`src/rtl/fdp_pkg.sv`:
```
// package of constants and types for the capability discovery table block
package fdp_pkg;

   // ----------------------------------------------------------------
   // link framing
   // ----------------------------------------------------------------
   localparam logic [7:0] FDP_CAPABILITY_TABLE_READ_CMD = 8'h5A;
   localparam logic [7:0] FDP_ARRAY_READ_CMD            = 8'h03;
   localparam logic [1:0] FDP_ADDR_BYTES_LAST           = 2'h2;  // three address bytes
   localparam logic [2:0] FDP_BIT_LAST                  = 3'h7;
   localparam int         FDP_SYNC_STAGES               = 2;

   // ----------------------------------------------------------------
   // table offsets (byte addresses on the link)
   // ----------------------------------------------------------------
   localparam logic [23:0] FDP_BASIC_FLASH_PARAMS_OFS   = 24'h000020;
   localparam logic [23:0] FDP_FLASH_SIZE_BITS_OFS      = 24'h000024;
   localparam logic [23:0] FDP_SUPPLY_MAX_VOLTAGE_OFS   = 24'h000030;
   localparam logic [23:0] FDP_SUPPLY_MIN_VOLTAGE_OFS   = 24'h000032;
   localparam logic [23:0] FDP_FEATURE_CAPABILITIES_OFS = 24'h000034;

   // ----------------------------------------------------------------
   // basic flash parameter fields
   // ----------------------------------------------------------------
   localparam int         FDP_ERASE_SIZE_LSB  = 0;
   localparam logic [1:0] FDP_ERASE_SIZE_4KB  = 2'h1;
   localparam int         FDP_WRITE_GRAN_BIT  = 2;
   localparam int         FDP_VOL_WREN_LSB    = 3;
   localparam logic [1:0] FDP_VOL_WREN_NA     = 2'h0;
   localparam int         FDP_ERASE_OP_LSB    = 8;
   localparam logic [7:0] FDP_ERASE_4KB_OP    = 8'h20;
   localparam int         FDP_DUAL_OUT_BIT    = 16;
   localparam int         FDP_ADDR_BYTES_LSB  = 17;
   localparam logic [1:0] FDP_ADDR_3BYTE      = 2'h0;
   localparam int         FDP_DTR_BIT         = 19;
   localparam int         FDP_DUAL_IO_BIT     = 20;
   localparam int         FDP_QUAD_IO_BIT     = 21;

   // ----------------------------------------------------------------
   // feature capability fields
   // ----------------------------------------------------------------
   localparam int FDP_PAUSE_BIT       = 5;
   localparam int FDP_PARALLEL_BIT    = 8;
   localparam int FDP_QUAD_OUT_BIT    = 9;
   localparam int FDP_CONT_PROG_BIT   = 10;
   localparam int FDP_DEEP_PD_BIT     = 11;
   localparam int FDP_OTP_BIT         = 12;
   localparam int FDP_SECTOR_GRP_BIT  = 13;
   localparam int FDP_BLOCK_PROT_BIT  = 14;
   localparam int FDP_BOOT_PROT_BIT   = 15;
   localparam int FDP_ERASE_64K_BIT   = 16;
   localparam int FDP_ERASE_32K_BIT   = 17;

   // ----------------------------------------------------------------
   // table values and power-on values
   // ----------------------------------------------------------------
   localparam logic [31:0] FDP_FLASH_SIZE_BITS_VAL   = 32'h007FFFFF;
   localparam logic [15:0] FDP_SUPPLY_MAX_VAL        = 16'h3600;
   localparam logic [15:0] FDP_SUPPLY_MIN_VAL        = 16'h2700;
   localparam logic [7:0]  FDP_ERASED_BYTE           = 8'hFF;
   localparam logic [7:0]  FDP_STATUS_RST            = 8'h00;
   localparam logic        FDP_WEL_RST               = 1'b0;
   localparam logic [7:0]  FDP_RESERVED_BYTE         = 8'h00;

   // ----------------------------------------------------------------
   // types
   // ----------------------------------------------------------------
   typedef struct packed {
      logic cs_n;
      logic sclk;
      logic si;
   } fdp_pins_t;

   typedef enum logic [2:0] {
      FDP_ST_CMD,
      FDP_ST_ADDR,
      FDP_ST_DUMMY,
      FDP_ST_DATA,
      FDP_ST_IGNORE
   } fdp_state_t;

endpackage : fdp_pkg

```
`src/rtl/fdp_discovery.sv`:
```
// serial capability discovery table with power-on state
// Operation
// - minimum erase size reads 01 (4KB), write granularity bit reads 1
// - volatile status write-enable field reads 00, not applicable
// - bits 15:8 of first parameter dword hold 4KB erase opcode 20h
// - bit 16 reports single address, dual data fast read supported
// - addressing width field reads 00, three address bytes
// - bits 19, 20 and 21 read zero
// - continuous program and parallel bits read 0, pause input bit reads 1
// - single address quad output read bit reads 0
// - deep power-down supported bit reads 1
// - sector group protect 1, block protect and boot protect 0
// - 64KB block erase supported 1, 32KB block erase 0
// - after power-up the device sits in standby, not deep power-down
// - write enable latch cleared at power-up
// - delivered array bytes read FFh, status register reads 00h
`timescale 1ns/100ps
module fdp_discovery
   import fdp_pkg::*;
(
   input  wire logic       ref_clk,
   input  wire logic       rst,
   input  wire logic       cs_n,
   input  wire logic       sclk,
   input  wire logic       si,
   output logic            so_q,
   output logic            so_oe_q,
   output logic            standby_q,
   output logic            deep_power_down_q,
   output logic            write_enable_latch_q,
   output logic [7:0]      status_q
);

   // ----------------------------------------------------------------
   // pin synchronisation and edge finding
   // ----------------------------------------------------------------
   fdp_pins_t pins_async;
   fdp_pins_t pins;
   logic      sclk_prev_q;
   logic      armed_q;
   logic [FDP_SYNC_STAGES-1:0] flush_q;

   assign pins_async = '{cs_n: cs_n, sclk: sclk, si: si};

   fdp_sync #(
      .W        ($bits(fdp_pins_t))
   ) u_sync (
      .ref_clk  (ref_clk),
      .rst      (rst),
      .async_in (pins_async),
      .sync_out (pins)
   );

   wire sel      = ~pins.cs_n & armed_q;
   wire sclk_re  = pins.sclk & ~sclk_prev_q;
   wire sclk_fe  = ~pins.sclk & sclk_prev_q;
   wire bit_take = sel & sclk_re;
   wire bit_give = sel & sclk_fe;

   always_ff @(posedge ref_clk or posedge rst) begin
      if (rst) begin
         // matches the synchroniser's reset level, so release shows no false edge
         sclk_prev_q <= 1'b1;
      end else begin
         sclk_prev_q <= pins.sclk;
      end
   end

   // the synchroniser shows its reset level until both stages hold the pin
   always_ff @(posedge ref_clk or posedge rst) begin
      if (rst) begin
         flush_q <= '0;
      end else begin
         flush_q <= {flush_q[FDP_SYNC_STAGES-2:0], 1'b1};
      end
   end

   // a frame already running when reset lifts is ignored until a deselect
   always_ff @(posedge ref_clk or posedge rst) begin
      if (rst) begin
         armed_q <= 1'b0;
      end else if (pins.cs_n && flush_q[FDP_SYNC_STAGES-1]) begin
         armed_q <= 1'b1;
      end
   end

   // ----------------------------------------------------------------
   // table contents
   // ----------------------------------------------------------------
   logic [31:0] basic_flash_params;
   logic [31:0] feature_capabilities;
   logic [31:0] supply_voltages;

   always_comb begin
      basic_flash_params = '0;
      basic_flash_params[FDP_ERASE_SIZE_LSB +: 2] = FDP_ERASE_SIZE_4KB;
      basic_flash_params[FDP_WRITE_GRAN_BIT]      = 1'b1;
      basic_flash_params[FDP_VOL_WREN_LSB +: 2]   = FDP_VOL_WREN_NA;
      basic_flash_params[FDP_ERASE_OP_LSB +: 8]   = FDP_ERASE_4KB_OP;
      basic_flash_params[FDP_DUAL_OUT_BIT]        = 1'b1;
      basic_flash_params[FDP_ADDR_BYTES_LSB +: 2] = FDP_ADDR_3BYTE;
      basic_flash_params[FDP_DTR_BIT]             = 1'b0;
      basic_flash_params[FDP_DUAL_IO_BIT]         = 1'b0;
      basic_flash_params[FDP_QUAD_IO_BIT]         = 1'b0;
   end

   always_comb begin
      feature_capabilities = '0;
      feature_capabilities[FDP_PAUSE_BIT]      = 1'b1;
      feature_capabilities[FDP_PARALLEL_BIT]   = 1'b0;
      feature_capabilities[FDP_CONT_PROG_BIT]  = 1'b0;
      feature_capabilities[FDP_QUAD_OUT_BIT]   = 1'b0;
      feature_capabilities[FDP_DEEP_PD_BIT]    = 1'b1;
      feature_capabilities[FDP_OTP_BIT]        = 1'b1;
      feature_capabilities[FDP_SECTOR_GRP_BIT] = 1'b1;
      feature_capabilities[FDP_BLOCK_PROT_BIT] = 1'b0;
      feature_capabilities[FDP_BOOT_PROT_BIT]  = 1'b0;
      feature_capabilities[FDP_ERASE_64K_BIT]  = 1'b1;
      feature_capabilities[FDP_ERASE_32K_BIT]  = 1'b0;
   end

   assign supply_voltages = {FDP_SUPPLY_MIN_VAL, FDP_SUPPLY_MAX_VAL};

   // ----------------------------------------------------------------
   // frame decoder
   // ----------------------------------------------------------------
   fdp_state_t  state_q;
   logic [2:0]  bit_cnt_q;
   logic [1:0]  addr_idx_q;
   logic [7:0]  in_sr_q;
   logic [7:0]  out_sr_q;
   logic [23:0] addr_q;
   logic        array_rd_q;

   wire [7:0]  in_byte   = {in_sr_q[6:0], pins.si};
   wire        byte_done = bit_take & (bit_cnt_q == FDP_BIT_LAST);
   wire [23:0] look_addr = (state_q == FDP_ST_DATA) ? 24'(addr_q + 24'h000001) : addr_q;
   wire [23:0] dw_base   = {look_addr[23:2], 2'b00};
   wire [4:0]  lane_sh   = {look_addr[1:0], 3'b000};

   wire [31:0] dw_sel =
      (dw_base == FDP_BASIC_FLASH_PARAMS_OFS)   ? basic_flash_params   :
      (dw_base == FDP_FLASH_SIZE_BITS_OFS)      ? FDP_FLASH_SIZE_BITS_VAL :
      (dw_base == FDP_SUPPLY_MAX_VOLTAGE_OFS)   ? supply_voltages      :
      (dw_base == FDP_FEATURE_CAPABILITIES_OFS) ? feature_capabilities : '0;

   // the array itself lives elsewhere; here it reads as delivered
   wire [7:0] tbl_byte  = 8'(dw_sel >> lane_sh);
   wire [7:0] next_byte = array_rd_q ? FDP_ERASED_BYTE : tbl_byte;

   always_ff @(posedge ref_clk or posedge rst) begin
      if (rst) begin
         bit_cnt_q <= 3'h0;
         in_sr_q   <= 8'h00;
      end else if (!sel) begin
         bit_cnt_q <= 3'h0;
      end else if (bit_take) begin
         bit_cnt_q <= 3'(bit_cnt_q + 3'h1);
         in_sr_q   <= in_byte;
      end
   end

   always_ff @(posedge ref_clk or posedge rst) begin
      if (rst) begin
         state_q    <= FDP_ST_CMD;
         addr_idx_q <= 2'h0;
         addr_q     <= 24'h000000;
         array_rd_q <= 1'b0;
      end else if (!sel) begin
         state_q    <= FDP_ST_CMD;
         addr_idx_q <= 2'h0;
      end else if (byte_done) begin
         case (state_q)
            FDP_ST_CMD: begin
               array_rd_q <= (in_byte == FDP_ARRAY_READ_CMD);
               if (in_byte == FDP_CAPABILITY_TABLE_READ_CMD ||
                   in_byte == FDP_ARRAY_READ_CMD) begin
                  state_q <= FDP_ST_ADDR;
               end else begin
                  state_q <= FDP_ST_IGNORE;
               end
            end
            FDP_ST_ADDR: begin
               addr_q     <= {addr_q[15:0], in_byte};
               addr_idx_q <= 2'(addr_idx_q + 2'h1);
               if (addr_idx_q == FDP_ADDR_BYTES_LAST) begin
                  state_q <= array_rd_q ? FDP_ST_DATA : FDP_ST_DUMMY;
               end
            end
            FDP_ST_DUMMY: begin
               state_q <= FDP_ST_DATA;
            end
            FDP_ST_DATA: begin
               addr_q <= look_addr; // table walks forward byte by byte
            end
            default: begin
               state_q <= FDP_ST_IGNORE;
            end
         endcase
      end
   end

   // ----------------------------------------------------------------
   // output shifter: loaded on the last rising edge of a byte,
   // presented on falling edges so the host samples on rising ones
   // ----------------------------------------------------------------
   wire load_out = byte_done & ((state_q == FDP_ST_DUMMY) | (state_q == FDP_ST_DATA) |
                   (state_q == FDP_ST_ADDR && addr_idx_q == FDP_ADDR_BYTES_LAST && array_rd_q));
   wire [7:0] load_val = (state_q == FDP_ST_ADDR) ? FDP_ERASED_BYTE : next_byte;

   always_ff @(posedge ref_clk or posedge rst) begin
      if (rst) begin
         out_sr_q <= 8'h00;
         so_q     <= 1'b0;
         so_oe_q  <= 1'b0;
      end else if (!sel) begin
         so_oe_q  <= 1'b0;
      end else if (load_out) begin
         out_sr_q <= load_val;
      end else if (bit_give && state_q == FDP_ST_DATA) begin
         so_q     <= out_sr_q[7];
         out_sr_q <= {out_sr_q[6:0], 1'b0};
         so_oe_q  <= 1'b1;
      end
   end

   // ----------------------------------------------------------------
   // power-on state
   // ----------------------------------------------------------------
   always_ff @(posedge ref_clk or posedge rst) begin
      if (rst) begin
         standby_q            <= 1'b0;
         deep_power_down_q    <= 1'b0;
         write_enable_latch_q <= FDP_WEL_RST;
         status_q             <= FDP_STATUS_RST;
      end else begin
         standby_q            <= 1'b1;
         deep_power_down_q    <= 1'b0;
         write_enable_latch_q <= FDP_WEL_RST;
         status_q             <= {7'h00, write_enable_latch_q};
      end
   end
endmodule : fdp_discovery

```
`src/rtl/fdp_sync.sv`:
```
// two flip-flop synchroniser for a bundle of link pins
`timescale 1ns/100ps
module fdp_sync
   import fdp_pkg::*;
#(
   parameter int W = 3
) (
   input  wire logic         ref_clk,
   input  wire logic         rst,
   input  wire logic [W-1:0] async_in,
   output logic      [W-1:0] sync_out
);

   logic [W-1:0] meta_q;

   // only the second stage is visible to the rest of the block
   always_ff @(posedge ref_clk or posedge rst) begin
      if (rst) begin
         meta_q   <= '1;
         sync_out <= '1;
      end else begin
         meta_q   <= async_in;
         sync_out <= meta_q;
      end
   end

endmodule : fdp_sync

```
`config.mk`:
```
export PLATFORM = sky130hd
export DESIGN_NAME = fdp_discovery
export DESIGN_NICKNAME = d
export VERILOG_FILES = /design/src/rtl/fdp_pkg.sv /design/src/rtl/fdp_discovery.sv /design/src/rtl/fdp_sync.sv
export SDC_FILE = /design/constraint.sdc
export NUM_CORES = 1
export LEC_CHECK = 0
export BUFFER_PORTS_ARGS = -buffer_cell sky130_fd_sc_hd__buf_2
export CORE_ASPECT_RATIO = 1.25
export CORE_MARGIN = 2
export CORE_UTILIZATION = 50
export CTS_CLUSTER_SIZE = 10
export DETAILED_ROUTE_END_ITERATION = 10
export PLACE_DENSITY = 0.67
export SKIP_LAST_GASP = 1
export SYNTH_ARGS = -nofsm -noshare
export SYNTH_HDL_FRONTEND = slang
export SYNTH_SLANG_ARGS = --single-unit
```
`constraint.sdc`:
```
create_clock -name ref_clk -period 4.4 [get_ports ref_clk]
set_input_delay 0.44 -clock ref_clk [delete_from_list [all_inputs] [get_ports ref_clk]]
set_output_delay 0.44 -clock ref_clk [all_outputs]
set_load 0.05 [all_outputs]
```
==> flow_summary.json, run 1 <==
{
  "start_kind": "flop",
  "synthDistinctLibCells": 66,
  "slowest_stage": "dfrtp_1",
  "dp_hpwl_mm": 6.24,
  "core_um2": 7400,
  "nNetsFinal": 449,
  "cts_tree": "done",
  "clk_path_buf_depth": 2,
  "vias": 3272,
  "p_leak_nw": 1.66,
  "cts-root-buf": "clkbuf_8",
  "tightest_slew_ns": 0.813,
  "setup_ws_ns": 1.05,
  "clock_sinks": 60,
  "dr.first_iter.drc_count": 319,
  "drcViolationCount": 0,
  "die-area_um2": 8400,
  "ctsHtreeMaxLevel": 3,
  "grt_max_degree": 61,
  "dieWidth_um": 82.4,
  "period_share_pct": 76.2,
  "insertion_delay_ns": 0.35,
  "critPathBufInv": 0,
  "grt_pass1_vias": 3012,
  "num_io_pins": 18,
  "worstSetupPathType": "reg -> reg",
  "crit_chain": "ha_1, nand3_1, nor4_1, mux2i_1, nand4_1, nor4_2, nand4_2, o21ai_1",
  "hold_depth": 1,
  "antenna_cells": 0,
  "synthCells": 453,
  "num_rows": 35,
  "initial_utilization_pct": 51.9,
  "ant_nets": 0,
  "ys_ff_latch": 60,
  "r2r-end": "out_sr_q[1]",
  "final_common_cell": "dfrtp_1",
  "crit_path_end_kind": "flop",
  "synth.yosys.warnings": 0,
  "grt_usage_pct": 23.1,
  "fmax_mhz": 298,
  "grt_pass1_wl_mm": 14.9,
  "grt_antenna_before_repair": 0,
  "final_util_pct": 54.4,
  "critPathTopFamily": "simple AND/OR/NAND/NOR gates",
  "crit_path_start": "addr_q[0]",
  "synth_edf_count": 0,
  "synth_area_um2": 3840,
  "async_flop_share_pct": 100,
  "finalCriticalPeriod_ns": 3.35,
  "area_delta_synth_final_pct": 4.79,
  "die_y_um": 102,
  "ys_seq_area_share_pct": 39.3,
  "numCtsBuffers": 9,
  "hold_end": "u_sync.meta_q[2]",
  "overflow": 0,
  "place_area_um2": 3850,
  "setup_viol": 0,
  "via_per_inst": 6.09,
  "final_layout_size_suffix_gt1_share_pct": 13.5,
  "cp_max_fo": 15,
  "cts_hold_buf": 0,
  "gp_congestion": 0.873,
  "first_pass_iters": 6,
  "vdd_drop_max_mv": 0.141,
  "relSlewSlack_pct": 45.7,
  "layout_common_cells": "53 x dfrtp_1, 45 x nand2_1, 44 x nor2_1",
  "hold_path.class": "in -> reg",
  "post_drt_wl_per_cell_um": 16.7,
  "arrival_ns": 3.62,
  "timing.setup.tns_ns": 0,
  "regToRegStartpoint": "addr_q[0]",
  "cts_setup_buffers": 0,
  "drv_slew": 0,
  "rsz0062_at_grt": "no",
  "r2r_cells": 8,
  "fillerInstances": 713,
  "cp.required_ns": 4.67,
  "path_clk_slew_ns": 0.07,
  "power_density_nw_per_um2": 290,
  "synth-main-ff-cell": "dfrtp_1",
  "status": "completed",
  "port_buffers": 7,
  "slowest_delay_ns": 0.65,
  "finalWirelength_mm": 8.97,
  "cts.repair.resized": 0,
  "final_cell_area_um2": 4020,
  "place_ws_ns": 1.07,
  "postSynthAreaPerCell_um2": 8.47,
  "hold_viol_final": 0,
  "reg2reg_slack_ns": 1.05,
  "cap_violations": 0,
  "instances_no_fill": 537,
  "holdCritStartpoint": "cs_n",
  "dp.cells": 521,
  "skew_ns": 0.00945
}
## routing by layer
layer	wire [µm]	global-route usage, %	up-vias
met1	4130	31.5	1550
met3	350	3.45	17
met2	4290	36.7	90
li1	-	-	1615
met4	200	9.10	0
met5	0	0	-
## layout make-up
type	count	area (µm²)	share of cell area, %
tap	92	115	2.86
inverter	7	26.3	0.653
clock inverter	7	52.6	1.31
timing repair buffer	12	72.6	1.80
multi-input combinational	350	2120	52.8
sequential	60	1510	37.5
clock buffer	9	124	3.08
## synthesized netlist by cell type (6+ instances only)
master | n | share of area [%]
dfrtp_1 | 53 | 35
nand2_1 | 45 | 4.4
nor2_1 | 44 | 4.3
a21oi_1 | 39 | 5.1
o21ai_0 | 28 | 3.7
clkbuf_1 | 24 | 2.3
nand3_1 | 16 | 2.1
nor3_1 | 12 | 1.6
buf_4 | 11 | 2.2
nand4_1 | 11 | 1.8
xnor2_1 | 10 | 2.3
mux2_2 | 9 | 2.6
buf_2 | 8 | 1.0
dfstp_2 | 7 | 4.8
inv_1 | 7 | 0.68
o22ai_1 | 7 | 1.1
a31oi_1 | 6 | 0.98
mux2i_1 | 6 | 1.6
nor4_1 | 6 | 0.98
## report_power, final
part	switching, W	leakage [nW]	total [W]	internal, W
Sequential	0.0000375	0.793	0.000624	0.000586
Clock	0.000240	0.0896	0.000446	0.000207
Combinational	0.0000565	0.780	0.0000963	0.0000398
Total	0.000334	1.66	0.00117	0.000833
## worst max path at each step
stage	end	slack (ns)	cells past startpoint
after detailed placement	out_sr_q[5]	1.07	8
final	out_sr_q[1]	1.05	8
after global routing	out_sr_q[0]	0.70	8
after global placement	out_sr_q[3]	1.22	8
after floorplan	out_sr_q[6]	1.73	10
after CTS	out_sr_q[1]	1.08	8
## per-stage QoR
stage / hold WS [ns] / power (W)
after floorplan: 0.345 / 0.000708
after global placement: 0.346 / 0.000727
after detailed placement: 0.347 / 0.000730
after CTS: 0.176 / 0.00118
after global routing: 0.177 / 0.00122
final: 0.187 / 0.00117
## state kept, by name, summed over array words and instances, names as in the netlist, 2 cells and up
name and cells:
u_sync.meta_q 3, bit_cnt_q 3, state_q 3, addr_q 24
flush_q 2, out_sr_q 8, addr_idx_q 2, u_sync.sync_out 3
in_sr_q 7
## cells by family (layout without fill, tap and decap cells)
logic type | Yosys count | in the layout | synth area share (%)
simple gates | 184 | 184 | 25.6
buf+inv | 52 | 35 | 6.42
other cells | 2 | 11 | 0.196
flops | 60 | 60 | 39.3
mux | 15 | 15 | 4.20
compound gates | 125 | 125 | 20.4
fa+ha+maj | 4 | 4 | 1.30
xor+xnor | 11 | 11 | 2.51
Note: power is estimated with default switching activity, not from simulation.
==> run 2, diff against run 1 <==
clock period = 3.1 ns   (was 4.4 ns; I/O delays follow)
==> flow_summary.json, run 2 (same netlist as run 1, synthesis figures left out) <==
{
  "ant_nets": 0,
  "rsz0062_at_grt": "no",
  "cp.required_ns": 3.38,
  "first_pass_iters": 5,
  "hold_viol_final": 0,
  "die-area_um2": 8400,
  "largest-register": "addr_q",
  "nNetsFinal": 458,
  "largest_register_ffs": 24,
  "whs_ns": 0.0455,
  "overflow": 0,
  "timing.setup.tns_ns": 0,
  "dp_hpwl_mm": 6.41,
  "cts_hold_buf": 0,
  "finalWirelength_mm": 9.04,
  "path_clk_slew_ns": 0.08,
  "grt_antenna_before_repair": 0,
  "vias": 3325,
  "grt_usage_pct": 23.0,
  "cts_tree": "done",
  "dieWidth_um": 82.4,
  "dr.first_iter.drc_count": 242,
  "fin_total_pwr_w": 0.00175,
  "vdd_drop_max_mv": 0.232,
  "power_density_nw_per_um2": 426,
  "core_um2": 7400,
  "cts.repair.resized": 0,
  "start_kind": "flop",
  "grt_max_degree": 61,
  "numCtsBuffers": 9,
  "arrival_ns": 3.03,
  "setup_viol": 0,
  "tightest_slew_ns": 0.787,
  "num_io_pins": 18,
  "final_common_cell": "dfrtp_1",
  "grt_pass1_wl_mm": 14.9,
  "port_buffers": 7,
  "cap_violations": 0,
  "gp_congestion": 0.926,
  "fmax_mhz": 363,
  "drv_slew": 0,
  "initial_utilization_pct": 51.9,
  "status": "completed",
  "clock_sinks": 60,
  "cts_setup_buffers": 0,
  "hold_path.class": "in -> reg",
  "p_leak_nw": 1.72,
  "clk_path_buf_depth": 2,
  "num_rows": 35,
  "die_y_um": 102,
  "area_delta_synth_final_pct": 7.14,
  "via_per_inst": 6.09,
  "cp_max_fo": 13,
  "antenna_cells": 0,
  "period_share_pct": 88.8,
  "final_layout_size_suffix_gt1_share_pct": 15.2,
  "worstSetupPathType": "reg -> reg",
  "relSlewSlack_pct": 47.4,
  "reg.largest.list": "addr_q (24), out_sr_q (8), in_sr_q (7)",
  "layout_common_cells": "53 x dfrtp_1, 45 x nand2_1, 44 x nor2_1",
  "grt_pass1_vias": 3007,
  "crit_path_end_kind": "flop",
  "insertion_delay_ns": 0.35,
  "drcViolationCount": 0,
  "finalCriticalPeriod_ns": 2.75,
  "skew_ns": 0.0144,
  "ctsHtreeMaxLevel": 3,
  "post_drt_wl_per_cell_um": 16.6,
  "cts-root-buf": "clkbuf_8"
}
[run 2: cell types whose count changed in the layout (fill, tap and decap cells not counted)]
cell	delta
buf_4	+9
clkinvlp_4	-1
bufinv_16	+1
[run 2: layout make-up]
type,count,area (µm²)
Clock buffer,9,124
Timing Repair Buffer,21,140
Sequential cell,60,1510
Multi-Input combinational cell,350,2120
Clock inverter,7,75.1
Fill cell,696,3290
Tap cell,92,115
Inverter,7,26.3
[run 2: worst max-delay path: stages, from the launching register on]
cell and delay (ns):
dfrtp_1 0.60, nand3b_4 0.18, nor4_1 0.57, mux2i_1 0.35, nand4_1 0.13, nor4_2 0.44
nand4_2 0.23, o21ai_1 0.19
[run 2: worst paths after layout]
path	startpoint	endpoint	slack, ns	depth (start not counted)
max	state_q[0]	out_sr_q[1]	0.35	7
min	sclk	u_sync.meta_q[1]	0.05	1
max in group asynchronous	rst	addr_q[7]	2.43	3
min in group asynchronous	rst	in_sr_q[2]	0.15	3
min reg2reg	u_sync.meta_q[0]	u_sync.sync_out[0]	0.36	0
max reg2reg	state_q[0]	out_sr_q[1]	0.35	7
[run 2: through the flow]
stage	area, µm²	instances	setup WS, ns	utilization (%)
floorplan	3870	462	0.435	-
global placement	3910	530	0.467	52.9
detailed placement	3910	530	0.431	52.9
CTS	4110	546	0.400	55.6
global route	4110	546	0.0981	55.6
finish	4110	546	0.347	55.6
[run 2: per-layer routing]
metal | up-vias | track usage, % | routed length, µm | share of wire [%]
li1 | 1629 | - | - | -
met1 | 1580 | 31.8 | 4110 | 45
met2 | 99 | 35.3 | 4340 | 48
met3 | 17 | 4.24 | 392 | 4.3
met4 | 0 | 9.62 | 196 | 2.2
met5 | - | 0 | 0 | 0
[run 2: report_power, final]
| part | switching (W) | internal (W) |
|---|---|---|
| Sequential | 0.0000559 | 0.000832 |
| Combinational | 0.0000792 | 0.0000563 |
| Clock | 0.000354 | 0.000375 |
| Total | 0.000489 | 0.00126 |
==> run 3, diff against run 2 <==
CAP_MARGIN = 20   (was not set)
PLACE_DENSITY = not set   (was 0.67)
PLACE_DENSITY_LB_ADDON = 0.3   (was not set)
==> flow_summary.json, run 3 (same netlist as run 1, synthesis figures left out) <==
{
  "status": "finished with violations",
  "violations": "hold timing",
  "instances_no_fill": 547,
  "layout_common_cells": "53 x dfrtp_1, 45 x nand2_1, 44 x nor2_1",
  "reg2reg_slack_ns": 0.26,
  "fin_total_pwr_w": 0.00188,
  "post_drt_wl_per_cell_um": 16.9,
  "dp.cells": 531,
  "skew_ns": 0.00890,
  "grt_max_degree": 35,
  "grt_pass1_vias": 3091,
  "numCtsBuffers": 9,
  "nNetsFinal": 459,
  "cap_violations": 0,
  "vdd_drop_max_mv": 0.277,
  "fmax_mhz": 352,
  "clk_path_buf_depth": 2,
  "num_rows": 35,
  "power_density_nw_per_um2": 452,
  "hold_viol_final": 12,
  "final_common_cell": "dfrtp_1",
  "gp_congestion": 0.989,
  "p_leak_nw": 1.74,
  "initial_utilization_pct": 51.9,
  "r2r-end": "out_sr_q[5]",
  "core_um2": 7400,
  "num_io_pins": 18,
  "area_delta_synth_final_pct": 8.54,
  "grt_pass1_wl_mm": 15.3,
  "finalCriticalPeriod_ns": 2.84,
  "regToRegStartpoint": "addr_q[2]",
  "grt_antenna_before_repair": 0,
  "cp_max_fo": 13,
  "final_util_pct": 56.3,
  "drcViolationCount": 0,
  "final_layout_size_suffix_gt1_share_pct": 15.4,
  "overflow": 0,
  "whs_ns": -0.00315,
  "rsz0062_at_grt": "no",
  "tightest_slew_ns": 0.844,
  "die-area_um2": 8400,
  "setup_viol": 0,
  "start_kind": "flop",
  "first_pass_iters": 4,
  "drv_slew": 0,
  "cts_tree": "done",
  "insertion_delay_ns": 0.35,
  "finalWirelength_mm": 9.24,
  "clock_sinks": 60,
  "dieWidth_um": 82.4,
  "arrival_ns": 3.12,
  "cp.required_ns": 3.37,
  "via_per_inst": 6.18,
  "cts_hold_buf": 0,
  "relSlewSlack_pct": 43.6,
  "grt_usage_pct": 23.8,
  "timing.setup.tns_ns": 0,
  "largest_register_ffs": 24,
  "largest-register": "addr_q",
  "vias": 3380,
  "r2r_cells": 7,
  "antenna_cells": 0,
  "die_y_um": 102,
  "fillerInstances": 656,
  "worstSetupPathType": "reg -> reg",
  "path_clk_slew_ns": 0.07,
  "cts-root-buf": "clkbuf_8",
  "port_buffers": 7,
  "period_share_pct": 91.7,
  "ant_nets": 0,
  "crit_path_end_kind": "flop",
  "dr.first_iter.drc_count": 391,
  "ctsHtreeMaxLevel": 3,
  "reg.largest.list": "addr_q (24), out_sr_q (8), in_sr_q (7)",
  "hold_path.class": "in -> async",
  "dp_hpwl_mm": 6.50
}
-- run 3: cell types whose count changed in the layout (fill, tap and decap cells not counted), sizes merged --
cell / change
clkbuf: +1
clkinv: -4
buf: +1
clkinvlp: +1
bufinv: +2
-- run 3: how the worst max path moves through the flow --
stage	to	from	cells past startpoint
floorplan	out_sr_q[6]	addr_q[0]	10
global placement	out_sr_q[6]	addr_q[1]	8
detailed placement	out_sr_q[5]	addr_q[1]	8
CTS	out_sr_q[5]	addr_q[1]	8
global route	out_sr_q[4]	addr_q[1]	8
finish	out_sr_q[5]	addr_q[2]	7
-- run 3: metrics by stage --
| stage | area, µm² | setup WS [ns] |
|---|---|---|
| 2_1_floorplan | 3870 | 0.435 |
| 3_3_place_gp | 3920 | 0.356 |
| 3_5_place_dp | 3920 | 0.243 |
| 4_1_cts | 4160 | 0.219 |
| 5_1_grt | 4170 | 0.0590 |
| 6_report | 4170 | 0.257 |
-- run 3: layout make-up --
cell class                 count  area (µm²)  area share [%]
multi-input combinational    350        2130            51.1
sequential                    60        1510            36.2
clock inverter                 6         111            2.67
tap                           92         115            2.76
inverter                       7        26.3           0.631
timing repair buffer          22         148            3.54
clock buffer                  10         128            3.06
-- run 3: per-layer routing --
layer	global-route usage (%)	share of wire, %	vias to the layer above
li1	-	-	1628
met1	31.8	44	1619
met2	37.7	49	113
met3	3.80	4.4	20
met4	11.0	2.4	0
met5	0	0	-
-- run 3: critical path: stages, from the launching register on --
cell and delay (ns):
dfrtp_1 0.63, nand4_2 0.29, or4_4 0.59, mux2i_1 0.25, nand4_1 0.16, nor4_2 0.43
nand4_2 0.23, o21ai_1 0.17
-- run 3: where the power goes --
group | switching (W) | internal, W
combinational | 0.0000806 | 0.0000565
sequential | 0.0000528 | 0.000833
clock | 0.000325 | 0.000535
-- run 3: repair_timing --
| item | CTS | global route |
|---|---|---|
| setup buffers | 0 | 0 |
| gates resized for setup | 0 | 1 |
| endpoints found under the setup margin | 0 | 7 |
